--- config.mk ---
export PLATFORM = sky130hd
export DESIGN_NAME = pionf_top
export DESIGN_NICKNAME = d
export VERILOG_FILES = /design/src/pkg/pionf_pkg.sv /design/src/design/pionf_top.sv /design/src/design/pionf_filter.sv
export SDC_FILE = /design/constraint.sdc
export NUM_CORES = 1
export LEC_CHECK = 0
export BUFFER_PORTS_ARGS = -buffer_cell sky130_fd_sc_hd__buf_2
export CAP_MARGIN = 40
export CORE_ASPECT_RATIO = 0.6
export CORE_MARGIN = 1.5
export CORE_UTILIZATION = 45
export CTS_CLUSTER_DIAMETER = 200
export DETAILED_ROUTE_END_ITERATION = 12
export PLACE_DENSITY = 0.75
export SLEW_MARGIN = 20
export SYNTH_ARGS = -nofsm -noshare
export SYNTH_HDL_FRONTEND = slang
export SYNTH_SLANG_ARGS = --single-unit
--- constraint.sdc ---
create_clock -name sys_clk -period 3.1 [get_ports sys_clk]
set_clock_uncertainty 0.15 [all_clocks]
set_input_delay 0.62 -clock sys_clk [delete_from_list [all_inputs] [get_ports sys_clk]]
set_output_delay 0.62 -clock sys_clk [all_outputs]
set_load 0.01 [all_outputs]
--- src/pkg/pionf_pkg.sv ---
// Package: constants and types of the port block with the interrupt filter
package pionf_pkg;

  localparam int          PIONF_NPORTS       = 11;
  localparam int          PIONF_AW           = 5;
  // Register map: index i*2 = latch, i*2+1 = direction, then control regs
  localparam logic [4:0]  PIONF_OFF_LATCH0   = 5'h00;
  localparam logic [4:0]  PIONF_OFF_DIR0     = 5'h01;
  localparam logic [4:0]  PIONF_OFF_FILTER   = 5'h16;
  localparam logic [4:0]  PIONF_OFF_MODE     = 5'h17;
  localparam logic [4:0]  PIONF_OFF_NMIEN    = 5'h18;
  localparam logic [4:0]  PIONF_OFF_PROTECT  = 5'h19;
  localparam logic [4:0]  PIONF_OFF_MISC     = 5'h1a;
  localparam logic [4:0]  PIONF_OFF_FILTSTAT = 5'h1b;
  // Field positions
  localparam int          PIONF_UNLOCK_BIT   = 2;
  localparam int          PIONF_SUBOSC_BIT   = 0;
  localparam int          PIONF_THREE_PHASE_TIMER_ENABLE_BIT    = 1;
  localparam int          PIONF_THREE_PHASE_OUTPUT_ENABLE_BIT    = 2;
  // Reset values
  localparam logic [7:0]  PIONF_LATCH_RST    = 8'h00;
  localparam logic [7:0]  PIONF_DIR_RST      = 8'h00;
  localparam logic [2:0]  PIONF_FILT_RST     = 3'h0;
  localparam logic [1:0]  PIONF_MODE_RST     = 2'h0;
  // Processor modes
  localparam logic [1:0]  PIONF_MODE_SINGLE  = 2'b00;
  localparam logic [1:0]  PIONF_MODE_MEMEXP  = 2'b01;
  localparam logic [1:0]  PIONF_MODE_MICRO   = 2'b11;
  // Open-drain and subclock line positions (port, bit)
  localparam int          PIONF_OD_PORT_A    = 7;
  localparam int          PIONF_OD_PORT_B    = 8;
  localparam int          PIONF_OD85_BIT     = 5;
  localparam int          PIONF_SUBA_BIT     = 6;
  localparam int          PIONF_SUBB_BIT     = 7;
  // Filter needs this many equal samples
  localparam int          PIONF_FILT_SAMPLES = 3;
  localparam int          PIONF_DIV_W        = 8;

  typedef struct packed {
    logic                 wr;
    logic                 rd;
    logic [4:0]           addr;
    logic [7:0]           wdata;
  } pionf_req_t;

endpackage

--- src/design/pionf_top.sv ---
// Port latches, direction registers, open-drain lines and NMI filter
`timescale 1ns/1ps
`default_nettype none
// How it works
// - input bit reads synchronised pin; writes only touch the latch.
// - output bit reads latch; latch drives the pin.
// - bus-line latch writes ignored in expansion or microprocessor mode.
// - open-drain lines release when latch is one.
// - subclock lines may read undefined with oscillator on as inputs; here they read the synchronised pin as is.
// - each direction bit selects input or output per line.
// - bus-line direction writes ignored in expansion or microprocessor mode.
// - NMI enable, once set, cannot be cleared by writes.
// - shared peripheral inputs all see the same line.
// - peripheral input sees what a peripheral output drives.
// - filter samples line on ticks chosen by three-bit select.
// - filter forwards level after three equal samples.
// - port read of the shared line bypasses the filter.
// - boot-mode pull-up on after reset, up to two slow cycles.
// - mode field: 00 single chip, 01 expansion, 11 microprocessor.
module pionf_top
  import pionf_pkg::*;
#(
  parameter int            NP = PIONF_NPORTS
)(
  input  wire logic              sys_clk,
  input  wire logic              sys_rst,
  input  wire logic [4:0]        reg_addr,
  input  wire logic [7:0]        reg_wdata,
  input  wire logic              reg_wr,
  input  wire logic              reg_rd,
  output logic [7:0]             reg_rdata,
  input  wire logic [NP*8-1:0]   pin_in,
  output logic [NP*8-1:0]        pin_out,
  output logic [NP*8-1:0]        pin_oe_n,
  input  wire logic [NP*8-1:0]   bus_line_mask,
  input  wire logic [NP*8-1:0]   periph_out_en,
  input  wire logic [NP*8-1:0]   periph_out_val,
  output logic [NP*8-1:0]        periph_in,
  input  wire logic              nmi_pin,
  output logic                   nmi_filtered,
  output logic                   boot_pullup_en,
  input  wire logic              slow_osc_tick
);

  ////////////////////////////////////////////////////////////////////////
  logic [7:0]        latch_q [NP];
  logic [7:0]        dir_q   [NP];
  logic [NP*8-1:0]   sync1_q;
  logic [NP*8-1:0]   sync2_q;
  logic              nmi_s1_q;
  logic              nmi_s2_q;
  logic [2:0]        filt_sel_q;
  logic [1:0]        mode_q;
  logic              nmi_en_q;
  logic [7:0]        protect_q;
  logic [2:0]        misc_q;
  logic              unlock_live_q;
  logic [7:0]        rdata_q;
  logic [NP*8-1:0]   out_q;
  logic [NP*8-1:0]   oe_n_q;
  logic [NP*8-1:0]   pin_seen;
  logic              nmi_filt;
  logic              nmi_filt_q;
  logic [1:0]        pull_cnt_q;
  logic              pull_q;

  wire  logic        ext_mode;
  wire  logic        wr_hit_port;
  wire  logic [3:0]  port_idx;
  wire  logic        port_is_dir;
  wire  logic [7:0]  lock_mask;
  wire  logic [7:0]  port_rd_val;
  wire  logic [7:0]  ctl_rd_val;
  wire  logic        dir9_ok;

  function automatic logic [7:0] port_read(input logic [7:0] dir,
                                           input logic [7:0] lat,
                                           input logic [7:0] pin);
    port_read = (dir & lat) | (~dir & pin);
  endfunction

  ////////////////////////////////////////////////////////////////////////
  // mode decode
  assign ext_mode    = (mode_q == PIONF_MODE_MEMEXP) ||
                       (mode_q == PIONF_MODE_MICRO);
  assign port_idx    = reg_addr[4:1];
  assign port_is_dir = reg_addr[0];
  assign wr_hit_port = reg_wr && (int'(port_idx) < NP);
  assign lock_mask   = ext_mode ? bus_line_mask[port_idx*8 +: 8] : 8'h00;
  // Port 9 direction only while the unlock bit is still fresh
  assign dir9_ok     = protect_q[PIONF_UNLOCK_BIT] || (port_idx != 4'h9);
  assign port_rd_val = port_read(dir_q[port_idx], latch_q[port_idx],
                                 sync2_q[port_idx*8 +: 8]);
  assign ctl_rd_val  =
    (reg_addr == PIONF_OFF_FILTER)   ? {5'h00, filt_sel_q} :
    (reg_addr == PIONF_OFF_MODE)     ? {6'h00, mode_q} :
    (reg_addr == PIONF_OFF_NMIEN)    ? {7'h00, nmi_en_q} :
    (reg_addr == PIONF_OFF_PROTECT)  ? protect_q :
    (reg_addr == PIONF_OFF_MISC)     ? {5'h00, misc_q} :
    (reg_addr == PIONF_OFF_FILTSTAT) ? {7'h00, nmi_filt_q} : 8'h00;

  ////////////////////////////////////////////////////////////////////////
  // Port registers per port
  genvar gi;
  generate
    for (gi = 0; gi < NP; gi++) begin : g_port
      wire logic        hit;
      wire logic [7:0]  keep;
      wire logic [7:0]  drv;
      wire logic [7:0]  od_mask;
      assign hit  = wr_hit_port && (int'(port_idx) == gi);
      assign keep = lock_mask;
      assign od_mask =
        (gi == PIONF_OD_PORT_A) ? 8'h03 :
        (gi == PIONF_OD_PORT_B) ? (8'h01 << PIONF_OD85_BIT) : 8'h00;
      assign drv = (periph_out_en[gi*8 +: 8] & periph_out_val[gi*8 +: 8]) |
                   (~periph_out_en[gi*8 +: 8] & latch_q[gi]);
      assign pin_seen[gi*8 +: 8] = sync2_q[gi*8 +: 8];

      always_ff @(posedge sys_clk) begin
        if (sys_rst) begin
          latch_q[gi] <= PIONF_LATCH_RST;
          dir_q[gi]   <= PIONF_DIR_RST;
          out_q[gi*8 +: 8]  <= 8'h00;
          oe_n_q[gi*8 +: 8] <= 8'hff;
        end else begin
          if (hit && !port_is_dir) begin
            latch_q[gi] <= (reg_wdata & ~keep) | (latch_q[gi] & keep);
          end
          if (hit && port_is_dir && dir9_ok) begin
            dir_q[gi] <= (reg_wdata & ~keep) | (dir_q[gi] & keep);
          end
          out_q[gi*8 +: 8]  <= drv & ~od_mask;
          oe_n_q[gi*8 +: 8] <= ~((dir_q[gi] | periph_out_en[gi*8 +: 8]) &
                                 ~(od_mask & drv));
        end
      end
    end
  endgenerate

  ////////////////////////////////////////////////////////////////////////
  always_ff @(posedge sys_clk) begin
    if (sys_rst) begin
      sync1_q  <= '0;
      sync2_q  <= '0;
      nmi_s1_q <= 1'b1;
      nmi_s2_q <= 1'b1;
    end else begin
      sync1_q  <= pin_in;
      sync2_q  <= sync1_q;
      nmi_s1_q <= nmi_pin;
      nmi_s2_q <= nmi_s1_q;
    end
  end

  // Control registers
  always_ff @(posedge sys_clk) begin
    if (sys_rst) begin
      filt_sel_q    <= PIONF_FILT_RST;
      mode_q        <= PIONF_MODE_RST;
      nmi_en_q      <= 1'b0;
      protect_q     <= 8'h00;
      misc_q        <= 3'h0;
      unlock_live_q <= 1'b0;
      rdata_q       <= 8'h00;
    end else begin
      // Filter select is plain storage; safe-change order is software's job
      if (reg_wr && reg_addr == PIONF_OFF_FILTER) begin
        filt_sel_q <= reg_wdata[2:0];
      end
      if (reg_wr && reg_addr == PIONF_OFF_MODE) begin
        mode_q <= reg_wdata[1:0];
      end
      if (reg_wr && reg_addr == PIONF_OFF_NMIEN && reg_wdata[0]) begin
        nmi_en_q <= 1'b1;
      end
      if (reg_wr && reg_addr == PIONF_OFF_MISC) begin
        misc_q <= reg_wdata[2:0];
      end
      // Unlock stays armed across idle cycles until the next write
      if (reg_wr && reg_addr == PIONF_OFF_PROTECT) begin
        unlock_live_q <= reg_wdata[PIONF_UNLOCK_BIT];
      end else if (reg_wr) begin
        unlock_live_q <= 1'b0;
      end
      if (reg_wr && reg_addr == PIONF_OFF_PROTECT) begin
        protect_q <= reg_wdata;
      end else if (reg_wr && unlock_live_q) begin
        protect_q[PIONF_UNLOCK_BIT] <= 1'b0;
      end
      // subclock lines read pin as is
      if (reg_rd) begin
        rdata_q <= (int'(port_idx) < NP) ?
                   (port_is_dir ? dir_q[port_idx] : port_rd_val) :
                   ctl_rd_val;
      end else begin
        rdata_q <= 8'h00;
      end
    end
  end

  ////////////////////////////////////////////////////////////////////////
  pionf_filter u_filter (
    .sys_clk   (sys_clk),
    .sys_rst   (sys_rst),
    .sel       (filt_sel_q),
    .level_in  (nmi_s2_q),
    .level_out (nmi_filt)
  );

  always_ff @(posedge sys_clk) begin
    if (sys_rst) begin
      nmi_filt_q <= 1'b1;
      pull_cnt_q <= 2'h0;
      pull_q     <= 1'b1;
    end else begin
      nmi_filt_q <= nmi_filt;
      if (pull_q && slow_osc_tick) begin
        pull_cnt_q <= pull_cnt_q + 2'h1;
        if (pull_cnt_q == 2'h1) begin
          pull_q <= 1'b0;
        end
      end
    end
  end

  // port read path uses raw sync, not filter
  assign periph_in      = pin_seen;
  assign reg_rdata      = rdata_q;
  assign pin_out        = out_q;
  assign pin_oe_n       = oe_n_q;
  assign nmi_filtered   = nmi_filt_q;
  assign boot_pullup_en = pull_q;

endmodule
`default_nettype wire

--- src/design/pionf_filter.sv ---
// Three-sample digital filter with selectable sampling tick
`timescale 1ns/1ps
`default_nettype none
module pionf_filter
  import pionf_pkg::*;
(
  input  wire logic        sys_clk,
  input  wire logic        sys_rst,
  input  wire logic [2:0]  sel,
  input  wire logic        level_in,
  output logic             level_out
);

  logic [PIONF_DIV_W-1:0]  div_q;
  logic [2:0]              hist_q;
  logic                    out_q;
  wire  logic              tick;
  wire  logic              all_hi;
  wire  logic              all_lo;

  // Tick every 2**sel cycles
  assign tick   = (div_q & ((8'h01 << sel) - 8'h01)) == 8'h00;
  assign all_hi = &hist_q;
  assign all_lo = ~|hist_q;
  assign level_out = out_q;

  always_ff @(posedge sys_clk) begin
    if (sys_rst) begin
      div_q  <= 8'h00;
      hist_q <= 3'h7;
      out_q  <= 1'b1;
    end else begin
      div_q <= div_q + 8'h01;
      if (tick) begin
        hist_q <= {hist_q[1:0], level_in};
      end
      if (all_hi) begin
        out_q <= 1'b1;
      end else if (all_lo) begin
        out_q <= 1'b0;
      end
    end
  end

endmodule
`default_nettype wire

## After elaboration in Yosys (flattened, before gate mapping)

Memories as Yosys holds them, arrays and structs flattened.
Index checks and enable logic that the tools add are counted.

| storage, ports and cells | value |
|---|---|
| flip-flop bits (word level) | 396 |
| latch bits | 0 |
| bits in writable memories | 176 |
| ROM bits | 0 |
| memories kept | 2 |

Memories:

| memory | depth | width | read ports | clocked after Yosys merged registers in | write ports | line | RTL |
|---|---|---|---|---|---|---|---|
| dir_q | 11 | 8 | 12 | 0 | 11 | pionf_top.sv:47 | `logic [7:0] dir_q [NP];` |
| latch_q | 11 | 8 | 12 | 0 | 11 | pionf_top.sv:46 | `logic [7:0] latch_q [NP];` |

| operators by class | value |
|---|---|
| $add $sub $neg | 3 |
| $mul | 0 |
| div/mod/pow operators | 0 |
| order comparisons | 1 |
| eq/ne operators | 20 |
| shift operators | 3 |
| mux-type cells | 103 |
| bitwise logic cells | 144 |
| reductions and logical operators | 65 |

Operators with widths:

| operator | count |
|---|---|
| $and A8 B8 Y8 | 50 |
| $or A8 B8 Y8 | 45 |
| $mux W8 | 29 |
| $not A8 Y8 | 24 |
| $shiftx A88 B8 Y8 | 2 |
| $mux W1 | 73 |
| $logic_and A1 B1 Y1 | 53 |
| $eq A5 B5 Y1 const B | 6 |
| $eq A4 B4 Y1 const B | 7 |
| $or A1 B1 Y1 | 22 |
| $add A8 B1 Y8 const B | 1 |
| $eq A4 B3 Y1 const B | 2 |
| $logic_not A8 Y1 | 1 |
| $not A2 Y8 | 1 |
| $not A6 Y8 | 1 |
| $shl A1 B3 Y8 const A | 1 |
| $sub A8 B1 Y8 const B | 1 |
| $eq A2 B1 Y1 const B | 2 |
| $eq A4 B2 Y1 const B | 1 |
| $logic_not A4 Y1 | 1 |
| $lt A4 B4 Y1 const B | 1 |
| $ne A4 B4 Y1 const B | 1 |
| $reduce_bool A2 Y1 | 2 |
| $reduce_or A2 Y1 | 2 |
| other kinds (9) | 10 |

## Depth between registers and ports, before layout

Gate-level depths: netlist of the first run.

| depth | value |
|---|---|
| depth after elaboration | 9 |
| gate-level depth with buffers | 10 |
| gate-level depth less buffers | 5 |

## Modules after synthesis

A second synthesis of the first run with hierarchy kept.

| second synthesis, totals | value |
|---|---|
| cell total of the unflattened synthesis | 2080 |
| area total of the unflattened synthesis | 23590.1 µm² |

Modules (own cells, without submodules):

| module | instances | cells an instance | area each (µm²) | seq. area each (µm²) |
|---|---|---|---|---|
| pionf_top | 1 | 2030 | 23122.2 | 12912.4 |
| pionf_filter | 1 | 50 | 467.9 | 220.2 |

## Worst setup path before layout of the first run

OpenSTA, ideal clock, no wires.

| timing path | value |
|---|---|
| kind | in2reg |
| start | in reg_addr[4] |
| end | mem latch_q[9][0] (enable) |
| library setup time | 384 ps |
| arrival | 2375 ps |
| required time | 2566 ps |
| slack | 191 ps |
| stages | 6 |
| path buffers | 4 |
| cells stage by stage | clkbuf_1 -> buf_2 -> buf_1 -> clkbuf_1 -> nand3_1 -> o21ai_0 |

RTL lines:

| element | line | RTL |
|---|---|---|
| start: declaration | pionf_top.sv:27 | `input wire logic [4:0] reg_addr,` |
| end: declaration | pionf_top.sv:46 |  |

==> results of run 1 <==
-- state kept, by name (all words and copies together) (netlist names) --
register / cells
dir_q: 88
latch_q: 88
periph_in: 88
pin_oe_n: 88
sync1_q: 88
pin_out: 85
protect_q: 8
reg_rdata: 8
u_filter.div_q: 7
filt_sel_q: 3
misc_q: 3
u_filter.hist_q: 3
mode_q: 2
pull_cnt_q: 2
boot_pullup_en: 1
nmi_en_q: 1
nmi_filtered: 1
nmi_s1_q: 1
nmi_s2_q: 1
u_filter.level_out: 1
unlock_live_q: 1
-- cell type report --
class	count	area (sq um)
multi-input cells	1332	9490
flip-flops and latches	568	13100
fillers	4342	21500
diodes	3	7.51
well taps	693	867
clock buffers	71	1600
repair buffers	757	4290
clock inverters	29	330
inverters	7	26.3
-- cell usage after synthesis, types with 5 or more instances --
library cell | number | area (sq um)
nand2b_1 | 9 | 56.3
nor3_1 | 5 | 25.0
a22oi_1 | 10 | 75.1
o311ai_1 | 165 | 1450
o2111ai_1 | 8 | 70.1
and3_1 | 9 | 56.3
nor2b_1 | 190 | 1190
buf_4 | 13 | 97.6
edfxtp_1 | 176 | 5290
dfxtp_1 | 392 | 7850
buf_2 | 40 | 200
mux4_2 | 53 | 1190
buf_6 | 11 | 124
o21ai_0 | 124 | 621
o311ai_0 | 13 | 114
a211oi_1 | 6 | 45.0
inv_1 | 7 | 26.3
nand3b_1 | 6 | 45.0
mux2i_1 | 124 | 1240
and2_1 | 18 | 113
clkbuf_1 | 94 | 353
nand3_1 | 23 | 115
a21o_1 | 6 | 45.0
mux2_2 | 19 | 214
nor2_1 | 129 | 484
nand2_1 | 113 | 424
a22o_1 | 8 | 70.1
o31ai_1 | 7 | 52.6
o22ai_1 | 5 | 31.3
buf_1 | 21 | 78.8
a21oi_1 | 208 | 1040
mux2_1 | 7 | 78.8
-- worst paths after layout --
kind              slack (ns)       endpoint  cells after the start
setup reg to reg        0.90  latch_q[9][2]                      6
hold / removal          0.06   pin_oe_n[53]                      2
setup / recovery        0.72  latch_q[2][6]                      7
hold reg to reg         0.28       nmi_s2_q                      1
-- logic make-up after synthesis --
group / Yosys count / synth area share [%]
DFF: 568 / 55.9
other: 1 / 0.0160
buffers and inverters: 189 / 3.96
xor gates and xnor gates: 6 / 0.224
muxes: 204 / 11.7
and+or+nand+nor: 521 / 11.4
adders and majority gates: 2 / 0.106
AOI/OAI and AO/OA: 596 / 16.8
-- layer usage --
metal	global-route usage (%)	vias up	part of all wire [%]
met5	0	-	0.067
met4	9.73	12	3.3
met3	12.8	282	14
met2	51.1	1706	43
met1	47.4	10300	40
li1	-	9052	-
-- worst max-delay path: stages --
cell and delay (ns):
buf_2 0.21, buf_12 0.23, and2b_1 0.29, nand2_1 0.17, nor3_1 0.28, nand2_1 0.50, a21oi_1 0.32
-- cell usage in the layout, fill, tap and decap left out, types with 8 or more instances in the layout --
master     instances
a21oi_1          208
nor2b_1          190
nand3_1           23
edfxtp_1         176
o21ai_0          124
mux2i_1          124
nand2_1          113
mux4_2            53
a22o_1             8
nor2_1           129
mux2_2            19
clkinv_2          10
nand2b_1           9
and3_1             9
dfxtp_1          391
buf_2            638
o311ai_1         165
buf_12            14
a22oi_1           10
buf_4            101
clkbuf_16         60
o311ai_0          13
and2_1            18
-- power groups by stage --
stage / clock network [mW] / logic (mW) / registers [mW]
floorplan: 0 / 0.803 / 8.33
global placement: 0 / 1.75 / 8.33
detailed placement: 0 / 1.78 / 8.34
CTS: 7.22 / 1.78 / 8.18
global route: 7.53 / 1.91 / 8.21
finish: 7.19 / 1.83 / 8.19
==> impl_metrics.csv, run 1 <==
group,metric,value,unit
outcome,run_status,"completed",
hold_path,worst_hold_path_type,"input port to flip-flop",
global_route,antenna_found_initial,11,
layout,area.growth.synth_to_final,26.6,%
power_and_ir_drop,power.density_cell_area,578,nW/um^2
cts,cts_hold_repair.buffers,0,
detailed_routing,drt-total-wl,96700,um
global_route,first_global_vias,20300,
place,dp_worst_setup_slack,0.156,ns
global_route,grt_first_pass_wirelength,137000,um
worst_setup_path,critPathCaptureType,"flip-flop",
die,core-area,51200,sq um
yosys,synth_enable_flop_cells,176,
detailed_routing,routed-via-count,21300,
worst_setup_path,worst_setup_path_startpoint,"reg_addr[3]",
power_and_ir_drop,power.ir.vdd_worst,429,uV
timing,final_sum_of_negative_setup_slack,0,ns
cts,postCtsSetupBuffers,0,
detailed_routing,drtIter0Drc,3322,
worst_setup_path,cp_data_arrival_time,2.66,ns
layout,finish.cell_count_without_fillers,3460,
power_and_ir_drop,part_of_the_power_in_registers,47.6,%
die,initial_utilization,45.8,%
cts,cts.sink_count,568,
detailed_routing,drt_first_pass_iters,6,
place,postPlaceCellArea,27800,sq um
timing,hold_viol_final,0,
worst_setup_path,critical_path.startpoint_type,"input port",
global_route,grt_start_max_net_pins,199,
global_route,track_usage,34.5,%
timing,worst_slew_pin_slew,0.866,ns
yosys,seq_area_frac_synth,55.9,%
timing,timing.fmax,0.419,GHz
yosys,yosys.cell_types.count,71,
cts,cts.root.buffer_cell,"clkbuf_16",
detailed_routing,remaining_drc_errors,0,
timing,setup_viol,0,
power_and_ir_drop,sw_frac_of_total,25.6,%
timing,unrepaired_setup_endpoints_after_global_routing,"false",
die,die_h,180,um
yosys,synth-warning-count,0,
place,hpwl,71500,um
worst_setup_path,timing.critical_path.required,3.38,ns
yosys,yosys_register_bits,568,
power_and_ir_drop,power.total,17.2,mW
cts,clk_transition_reported_paths,0.07,ns
layout,postLayoutCellArea,29700,sq um
cts,worst_skew_pair.late_latency,0.61,ns
power_and_ir_drop,power.clock.fraction,41.8,%
yosys,synth_async_sr_flop_share,0,%
layout,final_util,58.0,%
cts,max-clock-path-buffers,3,
worst_setup_path,critical_path_peak_fanout,38,
place,number_of_buffers_inserted_by_port_buffering,641,
layout,drive_above_1_share,34.3,%
power_and_ir_drop,power_leakage,12.9,nW
yosys,postSynthAreaPerCell,11.3,sq um
power_and_ir_drop,net_sw_power,4.40,mW
cts,clock_buffers_created_by_tritoncts,53,
cts,ctsResizeCount,0,
layout,num-nets-final,3092,
timing,layout_setup_ws,0.716,ns
timing,max-slew-margin-rel,42.3,%
die,num_io_pins,645,
timing,finalWorstPathRequiredPeriod,2.38,ns
place,numPlacedInstances,3356,
yosys,synthesis.instances,2087,
cts,h-tree-depth,2,
worst_setup_path,r2r_start,"mode_q[0]",
die,fp-row-count,64,
yosys,synthFlopType,"dfxtp_1",
die,floorplan.die.width,298,um
hold_path,hold_start,"periph_out_en[53]",
place,finalWeightedCongestion,1.00,
power_and_ir_drop,p_int,12.8,mW
die,design.die.area,53600,sq um
power_and_ir_drop,power_frac_comb,10.6,%
detailed_routing,antenna_left,0,
global_route,gr-total-overflow,0,
detailed_routing,routedWlPerCell,27.9,um
timing,report.final.slew_viol_count,0,
cts,clock_tree_from_tritoncts,"yes",
run,max_cap_viol_count,0,
detailed_routing,avgViaCountPerCell,6.16,
timing,layout_worst_path_cycle_share,76.9,%
yosys,cell_area_after_synthesis,23500,sq um
worst_setup_path,critical_path_class,"input port to flip-flop",
timing,fin_worst_hold_slack,0.0578,ns
Power figures use the tool's default switching activity.
==> run 2: changes to the inputs <==
--- a/config.mk
+++ b/config.mk
@@ -12,7 +12,7 @@
 export CORE_UTILIZATION = 45
 export CTS_CLUSTER_DIAMETER = 200
 export DETAILED_ROUTE_END_ITERATION = 12
-export PLACE_DENSITY = 0.75
+export PLACE_DENSITY = 0.78
 export SLEW_MARGIN = 20
 export SYNTH_ARGS = -nofsm -noshare
 export SYNTH_HDL_FRONTEND = slang
==> constraint.sdc (replaced) <==
create_clock -name sys_clk -period 2.15 [get_ports sys_clk]
set_clock_uncertainty 0.15 [all_clocks]
set_input_delay 0.43 -clock sys_clk [delete_from_list [all_inputs] [get_ports sys_clk]]
set_output_delay 0.43 -clock sys_clk [all_outputs]
set_load 0.01 [all_outputs]
==> run 2 against run 1 <==
Hold slack got worse by 0.046 ns; first-iteration DRC count rose by 5.9%; count of clock-buffer cells in the layout rose by 3; design area rose by 19%; non-clock buffer count rose by 469; sequential power rose by 44%; flip-flop and latch count did not move; setup slack got worse by 0.63 ns; via count rose by 13%; final cell count rose by 13%; highest routed layer unchanged.
==> impl_metrics.csv, run 2 (synthesis results as in run 1) <==
group,metric,value,unit
outcome,run_status,"completed",
timing,report.final.slew_viol_count,0,
timing,layout_setup_ws,0.0829,ns
layout,drive_above_1_share,40.1,%
global_route,grt_first_pass_wirelength,160000,um
global_route,grt_start_max_net_pins,189,
place,postPlaceCellArea,30800,sq um
power_and_ir_drop,power_leakage,14.9,nW
cts,clock_buffers_created_by_tritoncts,51,
cts,cts.sink_count,568,
timing,setup_viol,0,
die,num_io_pins,645,
cts,h-tree-depth,2,
detailed_routing,drt-total-wl,112000,um
power_and_ir_drop,power.total,25.3,mW
cts,max-clock-path-buffers,3,
timing,max-slew-margin-rel,42.0,%
power_and_ir_drop,power.density_cell_area,714,nW/um^2
place,hpwl,78500,um
cts,clk_transition_reported_paths,0.08,ns
power_and_ir_drop,power.ir.vdd_worst,883,uV
worst_setup_path,critical_path.top_delay_family,"buffers and inverters",
cts,cts.root.buffer_cell,"clkbuf_16",
layout,most_frequent_standard_cell_in_the_layout_excluding_fill_and_tap_cells,"buf_2",
detailed_routing,drt_first_pass_iters,6,
layout,filler_cells_inserted,3475,
worst_setup_path,timing.critical_path.required,2.51,ns
cts,worst_skew_pair.late_latency,0.62,ns
die,die_h,180,um
place,number_of_buffers_inserted_by_port_buffering,641,
worst_setup_path,max_stage_delay,0.56,ns
die,floorplan.die.width,298,um
detailed_routing,remaining_drc_errors,0,
die,core-area,51200,sq um
place,dp_worst_setup_slack,-0.410,ns
layout,most_frequent_cells_in_the_layout,"buf_2, dfxtp_1, dlygate4sd3_1",
timing,finalWorstPathRequiredPeriod,2.07,ns
die,design.die.area,53600,sq um
worst_setup_path,critPathCaptureType,"flip-flop",
worst_setup_path,critical_path_peak_fanout,18,
worst_setup_path,crit_path_top_delay_cell,"dlygate4sd3_1",
layout,num-nets-final,3559,
detailed_routing,routed-via-count,24100,
timing,hold_viol_final,0,
die,fp-row-count,64,
global_route,track_usage,40.3,%
worst_setup_path,critical_path_class,"input port to flip-flop",
layout,multi_input_area,10500,sq um
timing,timing.fmax,0.484,GHz
run,max_cap_viol_count,0,
global_route,antenna_found_initial,8,
timing,worst_slew_pin_slew,0.869,ns
detailed_routing,routedWlPerCell,28.5,um
worst_setup_path,critical_path.startpoint_type,"input port",
timing,layout_worst_path_cycle_share,96.1,%
detailed_routing,avgViaCountPerCell,6.15,
timing,unrepaired_setup_endpoints_after_global_routing,"false",
timing,fin_worst_hold_slack,0.0117,ns
global_route,gr-total-overflow,0,
die,initial_utilization,45.8,%
hold_path,worst_hold_path_type,"input port to flip-flop",
detailed_routing,drtIter0Drc,3517,
worst_setup_path,cp_data_arrival_time,2.43,ns
layout,postLayoutCellArea,35400,sq um
layout,register_area,13100,sq um
cts,clock_tree_from_tritoncts,"yes",
detailed_routing,antenna_left,0,
worst_setup_path,crit_chain,"buf_4 > buf_12 > buf_12 > nand2b_1 > nor3_4 > buf_4 > nand2_1 > nand2_1 > a21oi_1 > dlygate4sd3_1",
worst_setup_path,worst_path_bufs_invs,5,
layout,area.growth.synth_to_final,50.5,%
global_route,first_global_vias,24100,
place,finalWeightedCongestion,1.07,
## run 2: path summary, 6_finish.rpt
check	startpoint	endpoint	slack (ns)	cells past startpoint
max	reg_addr[1]	protect_q[6]	0.08	10
min	periph_out_val[77]	pin_out[77]	0.01	3
max reg2reg	dir_q[1][3]	reg_rdata[3]	0.10	5
min reg2reg	nmi_s1_q	nmi_s2_q	0.27	1
## run 2: where the power goes
part           leakage (nW)  switching, mW  total [mW]  internal (mW)
sequential             5.14          0.297        11.8           11.5
clock                 0.879           4.44        9.81           5.37
combinational          8.93           1.97        3.65           1.68
total                  14.9           6.71        25.3           18.5
## run 2: metal layers
metal / part of all wire, % / track usage, %
met3: 15 / 16.4
met4: 4.3 / 14.4
met2: 43 / 61.2
met1: 37 / 51.5
met5: 0.15 / 1.50
## run 2: timing repair
item,in CTS,in global routing
hold buffers,274,0
hold endpoints to repair,279,0
endpoints found under the setup margin,0,2
buffers inserted,0,1
gates resized for setup,0,1
## run 2: worst min-delay path, delay by kind of cell
kind,cells,cell delay [ns]
buffers and inverters,1,0.09
multiplexers,1,0.06
AND/OR/NAND/NOR,1,0.12
## run 2: area by class of cell
| type | count | share of cell area, % |
|---|---|---|
| antenna | 5 | 0.0354 |
| inverter | 7 | 0.0814 |
| clock inverter | 22 | 0.832 |
| tap | 693 | 2.45 |
| clock buffer | 74 | 4.19 |
| multi-input combinational | 1332 | 29.8 |
| sequential | 568 | 37.1 |
| timing repair buffer | 1226 | 25.5 |
## run 2: through the flow
stage,TNS [ns],cells,util [%]
after CTS,0,3921,69.0
after floorplan,-29.88,2089,-
after global routing,0,3924,69.0
final,0,3927,69.0
after global placement,-85.32,3551,60.1
after detailed placement,-91.12,3551,60.1
